[config.mk]
export PLATFORM = sky130hd
export DESIGN_NAME = host_port_and_byte_order
export DESIGN_NICKNAME = d
export VERILOG_FILES = /design/src/logic/host_port_pkg.sv /design/src/logic/order_convert.sv /design/src/logic/host_port_and_byte_order.sv
export SDC_FILE = /design/constraint.sdc
export NUM_CORES = 1
export LEC_CHECK = 0
export ABC_AREA = 0
export BUFFER_PORTS_ARGS = -buffer_cell sky130_fd_sc_hd__buf_2
export CAP_MARGIN = 20
export CORE_UTILIZATION = 50
export CTS_CLUSTER_SIZE = 20
export DETAILED_ROUTE_END_ITERATION = 10
export GPL_TIMING_DRIVEN = 0
export PLACE_DENSITY = 0.84
export SYNTH_ARGS = -nofsm -noshare
export SYNTH_HDL_FRONTEND = slang
export SYNTH_SLANG_ARGS = --single-unit
[constraint.sdc]
create_clock -name core_clk -period 10.1 [get_ports core_clk]
set_clock_uncertainty 0.1 [all_clocks]
set_input_delay 0.505 -clock core_clk [delete_from_list [all_inputs] [get_ports core_clk]]
set_output_delay 0.505 -clock core_clk [all_outputs]
set_load 0.02 [all_outputs]
[src/logic/host_port_pkg.sv]
// Constants and types for the host port and byte order block
package host_port_pkg;

  // ****************************************
  // Status byte layout
  // ****************************************
  localparam int          ST_SELFTEST_BIT = 0;
  localparam int          ST_PENDING_BIT  = 3;
  localparam int          ST_LOOPBACK_BIT = 6;
  localparam logic [7:0]  ST_UNUSED_MASK  = 8'hb6;

  // ****************************************
  // Address sequence
  // ****************************************
  localparam logic [7:0]  HDR_HIGH        = 8'hff;
  localparam logic [7:0]  HDR_LOW         = 8'h00;
  localparam logic [2:0]  SEQ_LAST        = 3'h7;
  localparam int          HOST_AW         = 18;
  localparam int          SEG_SHIFT       = 4;

  // ****************************************
  // Test pattern, as fetched with lowest address in bits 7:0
  // ****************************************
  localparam logic [31:0] PAT_OFFSET      = 32'h10;
  localparam logic [31:0] PAT_STEP        = 32'h4;
  localparam logic [1:0]  PAT_LAST        = 2'h2;
  localparam logic [31:0] PAT_BYTES_NAT   = 32'h0f070301;
  localparam logic [31:0] PAT_BYTES_SWP   = 32'h070f0103;
  localparam logic [31:0] PAT_WORD_NAT    = 32'h070f0103;
  localparam logic [31:0] PAT_WORD_SWP    = 32'h0f070301;
  localparam logic [31:0] PAT_LONG_NONE   = 32'h0103070f;
  localparam logic [31:0] PAT_LONG_WSWP   = 32'h070f0103;
  localparam logic [31:0] PAT_LONG_BSWP   = 32'h03010f07;
  localparam logic [31:0] PAT_LONG_BOTH   = 32'h0f070301;

  typedef enum logic [1:0] {OBJ_BYTES, OBJ_WORD, OBJ_LONG} obj_type_t;

  // Swaps the two bytes inside each 16-bit half
  function automatic logic [31:0] swap_half_bytes(input logic [31:0] d);
    return {d[23:16], d[31:24], d[7:0], d[15:8]};
  endfunction

endpackage

[src/logic/order_convert.sv]
// Host data order converter for one 32-bit object
`timescale 1ns/100ps
module order_convert
  import host_port_pkg::*;
(
  input  wire logic [31:0] din,
  input  obj_type_t        kind,
  input  wire logic        byte_swap,
  input  wire logic        word_bswap,
  input  wire logic        long_wswap,
  input  wire logic        long_bswap,
  output logic      [31:0] dout
);

  logic [31:0] bytes_fixed;
  logic [31:0] long_tmp;

  always_comb begin
    // Byte-array order first, typed swaps on top of it
    bytes_fixed = byte_swap ? swap_half_bytes(din) : din;
    long_tmp    = long_bswap ? swap_half_bytes(bytes_fixed)
                             : bytes_fixed;
    case (kind)
      OBJ_WORD: begin
        dout = word_bswap ? swap_half_bytes(bytes_fixed)
                          : bytes_fixed;
      end
      OBJ_LONG: begin
        dout = long_wswap ? {long_tmp[15:0], long_tmp[31:16]}
                          : long_tmp;
      end
      default: begin
        dout = bytes_fixed;
      end
    endcase
  end

endmodule // order_convert

[src/logic/host_port_and_byte_order.sv]
// Host port channel, bus master and host data order conversion
`timescale 1ns/100ps
module host_port_and_byte_order
  import host_port_pkg::*;
(
  input  wire logic        core_clk,
  input  wire logic        rst,
  // Host side pins
  input  wire logic        bus_init,
  input  wire logic        host_sel_reset,
  input  wire logic        host_sel_status,
  input  wire logic        host_wr,
  input  wire logic        host_rd,
  input  wire logic [7:0]  host_wdata,
  input  wire logic        host_irq_ack,
  output logic      [7:0]  host_rdata,
  output logic             host_irq,
  // Master port toward shared host memory
  output logic             mst_req,
  output logic             mst_we,
  output logic [HOST_AW-1:0] mst_addr,
  output logic      [31:0] mst_wdata,
  input  wire logic [31:0] mst_rdata,
  input  wire logic        mst_ack,
  // Board CPU side
  output logic             cpu_reset,
  output logic             cpu_cmd_irq,
  output logic      [7:0]  cpu_cmd_byte,
  input  wire logic        cpu_cmd_ack,
  input  wire logic        cpu_selftest_pass,
  input  wire logic        cpu_fatal,
  input  wire logic        cpu_loop_fail,
  output logic             cfg_seen,
  output logic      [31:0] cfg_addr,
  input  wire logic        cfg_conv_en,
  input  wire logic        cfg_seg_mode,
  input  wire logic        irq_mem_mode,
  input  wire logic [31:0] irq_addr,
  input  wire logic [31:0] irq_value,
  input  wire logic        cpu_host_irq,
  input  wire logic        cpu_rd_req,
  input  wire logic        cpu_wr_req,
  input  obj_type_t        cpu_obj,
  input  wire logic [31:0] cpu_addr,
  input  wire logic [31:0] cpu_wdata,
  output logic             cpu_busy,
  output logic             cpu_rd_done,
  output logic      [31:0] cpu_rd_data,
  output logic             led_error
);

  typedef enum logic [2:0] {M_IDLE, M_PAT, M_CPU_RD, M_CPU_WR, M_IRQ}
    mst_state_t;

  // Longword address to 18-bit bus address
  function automatic logic [HOST_AW-1:0] map_addr(input logic [31:0] a,
                                                  input logic        seg);
    if (seg)
      return {a[29:16], 4'h0} + {2'h0, a[15:0]};
    else
      return a[HOST_AW-1:0];
  endfunction

  // ****************************************
  // Pin synchronisers
  // ****************************************
  logic [13:0] pin_s1;
  logic [13:0] pin_s2;
  logic        wr_d;
  logic        rd_d;
  logic        ack_d;
  logic        init_s;
  logic        cs_a_s;
  logic        cs_b_s;
  logic        wr_s;
  logic        rd_s;
  logic        iack_s;
  logic [7:0]  wdata_s;
  logic        wr_rise;
  logic        rd_rise;
  logic        iack_rise;

  always_ff @(posedge core_clk or posedge rst) begin
    if (rst) begin
      pin_s1 <= 14'h0;
      pin_s2 <= 14'h0;
    end else begin
      pin_s1 <= {bus_init, host_sel_reset, host_sel_status, host_wr,
                 host_rd, host_irq_ack, host_wdata};
      pin_s2 <= pin_s1;
    end
  end

  assign {init_s, cs_a_s, cs_b_s, wr_s, rd_s, iack_s, wdata_s} = pin_s2;

  always_ff @(posedge core_clk or posedge rst) begin
    if (rst) begin
      wr_d  <= 1'b0;
      rd_d  <= 1'b0;
      ack_d <= 1'b0;
    end else begin
      wr_d  <= wr_s;
      rd_d  <= rd_s;
      ack_d <= iack_s;
    end
  end

  assign wr_rise   = wr_s & ~wr_d;
  assign rd_rise   = rd_s & ~rd_d;
  assign iack_rise = iack_s & ~ack_d;

  // ****************************************
  // Board reset
  // ****************************************
  logic clr;

  // Reads of the reset port decode to nothing at all
  always_ff @(posedge core_clk or posedge rst) begin
    if (rst)
      clr <= 1'b0;
    else
      clr <= (wr_rise & cs_a_s) | init_s;
  end

  always_ff @(posedge core_clk or posedge rst) begin
    if (rst)
      cpu_reset <= 1'b0;
    else
      cpu_reset <= clr;
  end

  // ****************************************
  // Status byte and command byte
  // ****************************************
  logic       selftest_ok;
  logic       pending;
  logic       loop_fail;
  logic       cmd_wr;
  logic [7:0] status_byte;

  assign cmd_wr = wr_rise & cs_b_s & ~cs_a_s;

  always_ff @(posedge core_clk or posedge rst) begin
    if (rst)
      selftest_ok <= 1'b0;
    else if (clr)
      selftest_ok <= 1'b0;
    else if (cpu_selftest_pass)
      selftest_ok <= 1'b1;
    else if (cpu_fatal)
      selftest_ok <= 1'b0;
  end

  // New byte wins over a consume in the same cycle
  always_ff @(posedge core_clk or posedge rst) begin
    if (rst)
      pending <= 1'b0;
    else if (clr)
      pending <= 1'b0;
    else if (cmd_wr)
      pending <= 1'b1;
    else if (cpu_cmd_ack)
      pending <= 1'b0;
  end

  always_ff @(posedge core_clk or posedge rst) begin
    if (rst) begin
      cpu_cmd_byte <= 8'h00;
      cpu_cmd_irq  <= 1'b0;
    end else if (clr) begin
      cpu_cmd_byte <= 8'h00;
      cpu_cmd_irq  <= 1'b0;
    end else begin
      cpu_cmd_irq <= cmd_wr;
      if (cmd_wr)
        cpu_cmd_byte <= wdata_s;
    end
  end

  always_ff @(posedge core_clk or posedge rst) begin
    if (rst)
      loop_fail <= 1'b0;
    else
      loop_fail <= cpu_loop_fail;
  end

  always_comb begin
    status_byte                  = 8'h00;
    status_byte[ST_SELFTEST_BIT] = selftest_ok;
    status_byte[ST_PENDING_BIT]  = pending;
    status_byte[ST_LOOPBACK_BIT] = loop_fail;
  end

  always_ff @(posedge core_clk or posedge rst) begin
    if (rst)
      host_rdata <= 8'h00;
    else
      host_rdata <= (cs_b_s & ~cs_a_s) ? status_byte : 8'h00;
  end

  // ****************************************
  // Configuration address sequence
  // ****************************************
  logic [2:0] seq_cnt;
  logic       cfg_done;

  // A header mismatch restarts the hunt; an FF may open a new header
  always_ff @(posedge core_clk or posedge rst) begin
    if (rst) begin
      seq_cnt  <= 3'h0;
      cfg_done <= 1'b0;
      cfg_addr <= 32'h0;
      cfg_seen <= 1'b0;
    end else if (clr) begin
      seq_cnt  <= 3'h0;
      cfg_done <= 1'b0;
      cfg_addr <= 32'h0;
      cfg_seen <= 1'b0;
    end else begin
      cfg_seen <= 1'b0;
      if (cmd_wr && !cfg_done) begin
        if (seq_cnt[2]) begin
          cfg_addr[{seq_cnt[1:0], 3'h0} +: 8] <= wdata_s;
          seq_cnt <= seq_cnt + 3'h1;
          if (seq_cnt == SEQ_LAST) begin
            cfg_done <= 1'b1;
            cfg_seen <= 1'b1;
          end
        end else if (wdata_s == (seq_cnt[1] ? HDR_LOW : HDR_HIGH)) begin
          seq_cnt <= seq_cnt + 3'h1;
        end else begin
          seq_cnt <= (wdata_s == HDR_HIGH) ? 3'h1 : 3'h0;
        end
      end
    end
  end

  // ****************************************
  // Master engine toward shared memory
  // ****************************************
  mst_state_t  state;
  logic        pat_go;
  logic        pat_valid;
  logic [1:0]  pat_idx;
  logic [31:0] pat_word [3];
  obj_type_t   rd_kind;
  logic        irq_pend;
  logic [31:0] pat_base;
  logic [31:0] conv_in;
  logic [31:0] conv_out;
  obj_type_t   conv_kind;

  assign pat_base = cfg_addr + PAT_OFFSET;

  // Host interrupt request waits here until the engine is free
  always_ff @(posedge core_clk or posedge rst) begin
    if (rst)
      irq_pend <= 1'b0;
    else if (clr)
      irq_pend <= 1'b0;
    else if (cpu_host_irq && irq_mem_mode)
      irq_pend <= 1'b1;
    else if (state == M_IDLE && !pat_go)
      irq_pend <= 1'b0;
  end

  // Line interrupt: a new request wins over the host acknowledge
  always_ff @(posedge core_clk or posedge rst) begin
    if (rst)
      host_irq <= 1'b0;
    else if (clr)
      host_irq <= 1'b0;
    else if (cpu_host_irq && !irq_mem_mode)
      host_irq <= 1'b1;
    else if (iack_rise)
      host_irq <= 1'b0;
  end

  // All exchange happens through this master; nothing inward is mapped
  always_ff @(posedge core_clk or posedge rst) begin
    if (rst) begin
      state       <= M_IDLE;
      pat_go      <= 1'b0;
      pat_valid   <= 1'b0;
      pat_idx     <= 2'h0;
      rd_kind     <= OBJ_BYTES;
      mst_req     <= 1'b0;
      mst_we      <= 1'b0;
      mst_addr    <= '0;
      mst_wdata   <= 32'h0;
      cpu_busy    <= 1'b0;
      cpu_rd_done <= 1'b0;
      cpu_rd_data <= 32'h0;
      for (int i = 0; i < 3; i++)
        pat_word[i] <= 32'h0;
    end else if (clr) begin
      state       <= M_IDLE;
      pat_go      <= 1'b0;
      pat_valid   <= 1'b0;
      mst_req     <= 1'b0;
      mst_we      <= 1'b0;
      cpu_busy    <= 1'b0;
      cpu_rd_done <= 1'b0;
    end else begin
      cpu_rd_done <= 1'b0;
      if (cfg_seen)
        pat_go <= 1'b1;
      case (state)
        M_IDLE: begin
          if (pat_go) begin
            state    <= M_PAT;
            pat_go   <= 1'b0;
            pat_idx  <= 2'h0;
            mst_req  <= 1'b1;
            mst_we   <= 1'b0;
            mst_addr <= pat_base[HOST_AW-1:0];
            cpu_busy <= 1'b1;
          end else if (irq_pend) begin
            state     <= M_IRQ;
            mst_req   <= 1'b1;
            mst_we    <= 1'b1;
            mst_addr  <= map_addr(irq_addr, cfg_seg_mode);
            mst_wdata <= irq_value;
            cpu_busy  <= 1'b1;
          end else if (cpu_rd_req) begin
            state    <= M_CPU_RD;
            rd_kind  <= cpu_obj;
            mst_req  <= 1'b1;
            mst_we   <= 1'b0;
            mst_addr <= map_addr(cpu_addr, cfg_seg_mode);
            cpu_busy <= 1'b1;
          end else if (cpu_wr_req) begin
            state     <= M_CPU_WR;
            mst_req   <= 1'b1;
            mst_we    <= 1'b1;
            mst_addr  <= map_addr(cpu_addr, cfg_seg_mode);
            mst_wdata <= conv_out;
            cpu_busy  <= 1'b1;
          end
        end
        M_PAT: begin
          if (mst_ack) begin
            pat_word[pat_idx] <= mst_rdata;
            if (pat_idx == PAT_LAST) begin
              state     <= M_IDLE;
              mst_req   <= 1'b0;
              pat_valid <= 1'b1;
              cpu_busy  <= 1'b0;
            end else begin
              pat_idx  <= pat_idx + 2'h1;
              mst_addr <= mst_addr + PAT_STEP[HOST_AW-1:0];
            end
          end
        end
        M_CPU_RD: begin
          if (mst_ack) begin
            state       <= M_IDLE;
            mst_req     <= 1'b0;
            cpu_busy    <= 1'b0;
            cpu_rd_done <= 1'b1;
            cpu_rd_data <= conv_out;
          end
        end
        default: begin
          if (mst_ack) begin
            state    <= M_IDLE;
            mst_req  <= 1'b0;
            mst_we   <= 1'b0;
            cpu_busy <= 1'b0;
          end
        end
      endcase
    end
  end

  // ****************************************
  // Order derivation from the test pattern
  // ****************************************
  logic        d_bytes;
  logic        d_word;
  logic        d_lw;
  logic        d_lb;
  logic        pat_bad;
  logic [31:0] w_fix;
  logic [31:0] l_fix;

  always_comb begin
    d_bytes = (pat_word[0] == PAT_BYTES_SWP);
    w_fix   = d_bytes ? swap_half_bytes(pat_word[1]) : pat_word[1];
    l_fix   = d_bytes ? swap_half_bytes(pat_word[2]) : pat_word[2];
    d_word  = (w_fix == PAT_WORD_SWP);
    d_lw    = (l_fix == PAT_LONG_WSWP) || (l_fix == PAT_LONG_BOTH);
    d_lb    = (l_fix == PAT_LONG_BSWP) || (l_fix == PAT_LONG_BOTH);
    pat_bad = !(pat_word[0] == PAT_BYTES_NAT || d_bytes)
           || !(w_fix == PAT_WORD_NAT || d_word)
           || !(l_fix == PAT_LONG_NONE || d_lw || d_lb);
  end

  // Error stays up until the board is reset again
  always_ff @(posedge core_clk or posedge rst) begin
    if (rst)
      led_error <= 1'b0;
    else if (clr)
      led_error <= 1'b0;
    else if (pat_valid && cfg_conv_en && pat_bad)
      led_error <= 1'b1;
  end

  assign conv_in   = (state == M_CPU_RD) ? mst_rdata : cpu_wdata;
  assign conv_kind = (state == M_CPU_RD) ? rd_kind : OBJ_BYTES;

  // Conversion stays off until a fetched pattern and the enable agree
  order_convert u_conv (
    .din        (conv_in),
    .kind       (conv_kind),
    .byte_swap  (pat_valid & cfg_conv_en & d_bytes),
    .word_bswap (pat_valid & cfg_conv_en & d_word),
    .long_wswap (pat_valid & cfg_conv_en & d_lw),
    .long_bswap (pat_valid & cfg_conv_en & d_lb),
    .dout       (conv_out)
  );
endmodule // host_port_and_byte_order

* After elaboration in Yosys (flattened, before gate mapping)
Index checks and enable logic that the tools add are counted.
W data, S select, Z words.
** Word-level totals
- Logic and storage cells :: 235
- Output and inout port bits :: 139
- Flip-flop bits (word level) :: 281
** Operators by class
- Shift-type cells :: 2
- Eq/ne operators :: 25
- Mux-type cells :: 98
- Bitwise operators :: 19
- Reductions and logical operators :: 49
- Magnitude comparators :: 2
- Add/subtract/negate cells :: 7
** Operators by type and width (count)
- $mux W32 :: 14
- $mux W18 :: 8
- $bwmux W96 :: 1
- $eq A32 B27 Y1 const B :: 3
- $eq A32 B28 Y1 const B :: 3
- $demux W32 S2 :: 1
- $pmux W32 S2 :: 1
- $mux W1 :: 47
- $add A18 B16 Y18 :: 2
- $mux W3 :: 12
- $pmux W18 S2 :: 1
- $bwmux W32 :: 1
- $eq A32 B25 Y1 const B :: 1
- $eq A32 B26 Y1 const B :: 1
- $shift A8 B7 Y32 const A :: 1
- $shiftx A8 B7 Y32 :: 1
- $mux W8 :: 3
- $reduce_and A5 Y1 :: 4
- $reduce_bool A2 Y1 :: 10
- $add A18 B3 Y18 const B :: 1
- $add A18 B5 Y18 const B :: 1
- $reduce_and A3 Y1 :: 5
- $reduce_bool A3 Y1 :: 5
- $and A1 B1 Y1 :: 11
- other kinds (32) :: 64

* Longest topological paths before layout
- Depth after elaboration :: 11
- Depth in mapped cells :: 13

* Hierarchy
Synthesis repeated with hierarchy kept, for this count alone.
** Unflattened totals
- Cell total of the unflattened synthesis :: 1558
- Area total of the unflattened synthesis :: 15896.5 µm²
** By module, submodules not included
- host_port_and_byte_order :: cells an instance 1333, sequential area each 6881.6 µm², instances 1, area an instance 13783.2 µm²
- order_convert :: cells an instance 225, sequential area each 0.0 µm², instances 1, area an instance 2113.3 µm²

* Worst setup path before layout
OpenSTA, ideal clock, no wires.
- Kind :: flip-flop to flip-flop
- From :: register state[0]
- To :: register mst_wdata[31]
- Stages on the path, launching flop included :: 13
- Buffers on the path :: 3
- Arrival :: 3291 ps
- Path slack :: 6619 ps
- Path through :: dfrtp_1 -> nor3b_1 -> clkbuf_1 -> clkbuf_1 -> nand2_1 -> ha_1 -> nand2b_1 -> nor2_1 -> clkbuf_1 -> a22oi_1 -> a21oi_1 -> a211oi_1 -> o221ai_1
** On the way
- Cells in the longest elaborated chain, start to end :: 9
- Elaborated cells on any way between the ends :: 15
- Classes of those cells :: eq/ne (3); mux (10); reduce/logical (2)
** Ends and longest elaborated chain
- start, declared :: line host_port_and_byte_order.sv:241 : mst_state_t state;
- start signal, assigned :: line host_port_and_byte_order.sv:282 : state <= M_IDLE;
- start signal, assigned :: line host_port_and_byte_order.sv:297 : state <= M_IDLE;
- start signal, assigned :: line host_port_and_byte_order.sv:311 : state <= M_PAT;
- $eq A3 B2 Y1 :: line host_port_and_byte_order.sv:409, host_port_and_byte_order.sv:410
- $mux W32 :: line host_port_and_byte_order.sv:409 : assign conv_in = (state == M_CPU_RD) ? mst_rdata : cpu_wdata;
- $mux W32 :: line order_convert.sv:20 : bytes_fixed = byte_swap ? swap_half_bytes(din) : din;
- $mux W32 :: line order_convert.sv:21 : long_tmp = long_bswap ? swap_half_bytes(bytes_fixed)
- $mux W32 :: line order_convert.sv:29 : dout = long_wswap ? {long_tmp[15:0], long_tmp[31:16]}
- $pmux W32 S2 :: line order_convert.sv:23 : case (kind)
- $mux W32 :: line host_port_and_byte_order.sv:332 : end else if (cpu_wr_req) begin
- $mux W32 :: line host_port_and_byte_order.sv:325 : end else if (cpu_rd_req) begin
- $mux W32 :: line host_port_and_byte_order.sv:318 : end else if (irq_pend) begin
- end signal, assigned :: line host_port_and_byte_order.sv:323 : mst_wdata <= irq_value;
- end signal, assigned :: line host_port_and_byte_order.sv:337 : mst_wdata <= conv_out;
- end, declared :: line host_port_and_byte_order.sv:22 : output logic [31:0] mst_wdata,
Parallel ways exist; a longest one is shown, timed or not. The select of a mux whose other input is x is not followed.
A chain may end at the register's enable or synchronous reset.

* Worst setup path after layout
Same ends and word-level chain as after synthesis.

==> results_dict.tcl <==
set metrics [dict create \
    hp-class "in -> reg" \
    clk_pin_slew_ns 0.06 \
    p_int_mw 2.62 \
    max_freq_mhz 180 \
    synthMuxAreaShare_pct 15.6 \
    grt_pass1_wl_mm 87.2 \
    antenna_found_initial 4 \
    synth_top_cell_by_area "dfrtp_1" \
    path_cells "nor3b_1, clkbuf_1, clkbuf_1, nand2_1, ha_1, nand2b_1, nor2_1, clkbuf_1, a22oi_1, a21oi_1, a211oi_1, o221ai_1" \
    worst_skew_pair.late_latency_ns 0.57 \
    core-area_um2 31700 \
    setup_tns_ns 0 \
    drt-total-wl_mm 57.3 \
    setup_violations 0 \
    worstSetupStartpointType "flop" \
    synth_compound_area_share_pct 16.9 \
    gp_congestion 0.983 \
    path_class "reg -> reg" \
    drv_slew 0 \
    worstSetupEndpointType "flop" \
    synth_seq_area_share_pct 42.5 \
    grt_max_degree 111 \
    total_power_mw 4.22 \
    wire_per_inst_um 23.5 \
    nNetsFinal 2241 \
    register_area_um2 6880 \
    crit_path_frequent_cell "clkbuf_1" \
    whs_ns 0.0677 \
    synth_seq_cells 275 \
    p_leak_nw 9.07 \
    syn-instance-count 1642 \
    cts-buffers-inserted 30 \
    via_count 15500 \
    die_w_um 182 \
    fillers 2620 \
    area_delta_synth_final_pct 20.6 \
    power_frac_comb_pct 35.3 \
    die_h_um 182 \
    ant_nets 0 \
    placed_cells 2368 \
    cts_buffer_depth 3 \
    synth_fa_ha_area_share_pct 3.11 \
    seqPwrFrac_pct 38.1 \
    finalCritPeriodShare_pct 54.9 \
    yosysWarnings 0 \
    power.switching_mw 1.61 \
    syn_area_per_cell_um2 9.85 \
    synth_top_family_by_area "compound AO/OA/AOI/OAI gates" \
    row_count 65 \
    crit_slowest_cell "nor2_1" \
    p_per_area_nw_per_um2 216 \
    syn_area_um2 16200 \
    synth_ff_type "dfrtp_1" \
    start_util_pct 51.0 \
    cp_max_fo 10 \
    synth_xor_area_share_pct 1.83 \
    cts_tree "built" \
    layout.cells.non_filler 2439 \
    yosys.area_share.simple_pct 16.6 \
    numPortBuffers 317 \
    drv_cap 0 \
    yosys-top-cells-count "dfrtp_1 (275), nand2_1 (198), mux2_2 (132)" \
    cts_resized 0 \
    switching_share_pct 38.0 \
    clock_sinks 275 \
    ys_types 91 \
    synth_edf_count 0 \
    ys_async_sr_fraction_pct 100 \
    dieArea_um2 33100 \
    vdd_drop_max_mv 0.146 \
    drc 0 \
    slew-limit-headroom_pct 24.3 \
    finalHoldViolations 0 \
    yosysTopAreaCellShare_pct 42.5 \
    drtIter0Drc 1482 \
    place_hpwl_mm 42.8 \
    cpPeakStageDelay_ns 0.92 \
    worstMarginPinSlew_ns 1.13 \
    synthMostInstantiatedCell "dfrtp_1" \
    finalCriticalPeriod_ns 5.54 \
    status "finished clean" \
    rrSetupSlack_ns 4.56 \
    dr.pass1.iters 6 \
    ioPinCount 328 \
    grt_pass1_vias 15500 \
    multi_input_area_um2 8760 \
    vias_per_cell 6.37 \
    worstPathRequired_ns 10.47 \
    gr-total-overflow 0 \
    drive_above_1_share_pct 28.2 \
    root_buffer "clkbuf_16" \
    p_clk_share_pct 26.5 \
    cp.arrival_ns 5.91 \
    grt_usage_pct 34.2 \
    yosys-top-cells-area "dfrtp_1 (43%), mux2_2 (9.2%), mux2i_1 (4.7%), nand2_1 (4.6%), a21oi_1 (3.5%)" \
    h-tree-depth 1 \
    rsz0062_at_grt "false" \
]
## placed cells by master (no fill, tap or decap), types with 9 or more instances in the layout
master,instances
clkbuf_16,30
buf_1,17
a221oi_1,21
a22oi_1,29
nand4_1,13
and3_1,22
nand2_1,198
a211oi_1,11
o21ai_0,87
nor2b_1,14
dlygate4sd3_1,15
buf_2,328
inv_1,27
xor2_1,9
ha_1,37
clkbuf_1,71
nor2_1,121
nand3_1,27
a31oi_1,10
dfrtp_1,275
mux4_2,9
o221ai_1,30
xnor2_1,23
nor3_1,42
o22ai_1,36
mux2_2,132
mux2i_1,76
nor4_1,14
a21oi_1,112
## worst paths after layout
path                                       from                           to  cells past startpoint
max in group asynchronous                   rst  cpu_rd_data[14]$_DFFE_PP0P_                      4
min in group asynchronous                   rst          cpu_reset$_DFF_PP0_                      3
min reg2reg                pin_s1[11]$_DFF_PP0_         pin_s2[11]$_DFF_PP0_                      0
max reg2reg                state[0]$_DFFE_PP0P_    mst_wdata[31]$_DFFE_PP0P_                     12
max                        state[0]$_DFFE_PP0P_    mst_wdata[31]$_DFFE_PP0P_                     12
min                                  cpu_obj[0]       rd_kind[0]$_DFFE_PP0P_                      2
## metal layers
| layer | track usage, % | part of all wire, % |
|---|---|---|
| met2 | 57.8 | 48 |
| met3 | 8.46 | 9.9 |
| met4 | 14.4 | 4.4 |
| met1 | 41.5 | 38 |
| met5 | 0 | 0.061 |
## registers in the layout, summed over array words and instances (netlist names), 2 cells and up
signal / flops
rd_kind: 2
pin_s2: 13
cfg_addr: 32
pat_word: 96
mst_addr: 18
cpu_cmd_byte: 8
pin_s1: 13
mst_wdata: 32
host_rdata: 3
pat_idx: 2
cpu_rd_data: 32
seq_cnt: 3
state: 3
## per-stage QoR
step | instance area, um2 | setup slack (ns) | util (%)
after floorplan | 16200 | 1.91 | -
after global placement | 18300 | -0.811 | 57.6
after detailed placement | 18400 | 4.92 | 57.9
after CTS | 19500 | 4.90 | 61.5
after global routing | 19500 | 4.41 | 61.5
final | 19500 | 4.56 | 61.5
## critical path: cells and delay by family (launching register included)
kind                     cells  cell delay, ns
flip-flops                   1            0.44
AND/OR/NAND/NOR              4            1.96
buffers and inverters        3            1.74
adder cells (fa/ha/maj)      1            0.41
AO/OA/AOI/OAI                4            0.75
## what timing repair did
item	CTS	global route
endpoints found under the hold margin	80	0
hold buffers	15	0
buffers inserted	0	0
setup endpoints to repair	0	0
## power groups by stage
stage / registers, mW / logic [mW] / clock network, mW
finish: 1.61 / 1.49 / 1.12
detailed placement: 1.62 / 1.47 / 0
global route: 1.64 / 1.60 / 1.17
CTS: 1.60 / 1.48 / 1.13
global placement: 1.60 / 1.43 / 0
floorplan: 1.78 / 0.746 / 0
## cell families after synthesis
logic type	after synthesis
compound gates	411
buf+inv	132
flops	275
xor+xnor	33
fa+ha+maj	39
simple gates	530
mux	221
other cells	1
## area by class of cell
cell class / count / area share, %
Buffer: 104 / 2.30
Sequential cell: 275 / 35.3
Clock inverter: 15 / 0.917
Antenna cell: 2 / 0.0256
Multi-Input combinational cell: 1239 / 44.9
Inverter: 28 / 0.577
Tap cell: 402 / 2.58
Clock buffer: 39 / 4.23
Timing Repair Buffer: 335 / 9.23
Note: power is estimated with default switching activity, not from simulation.
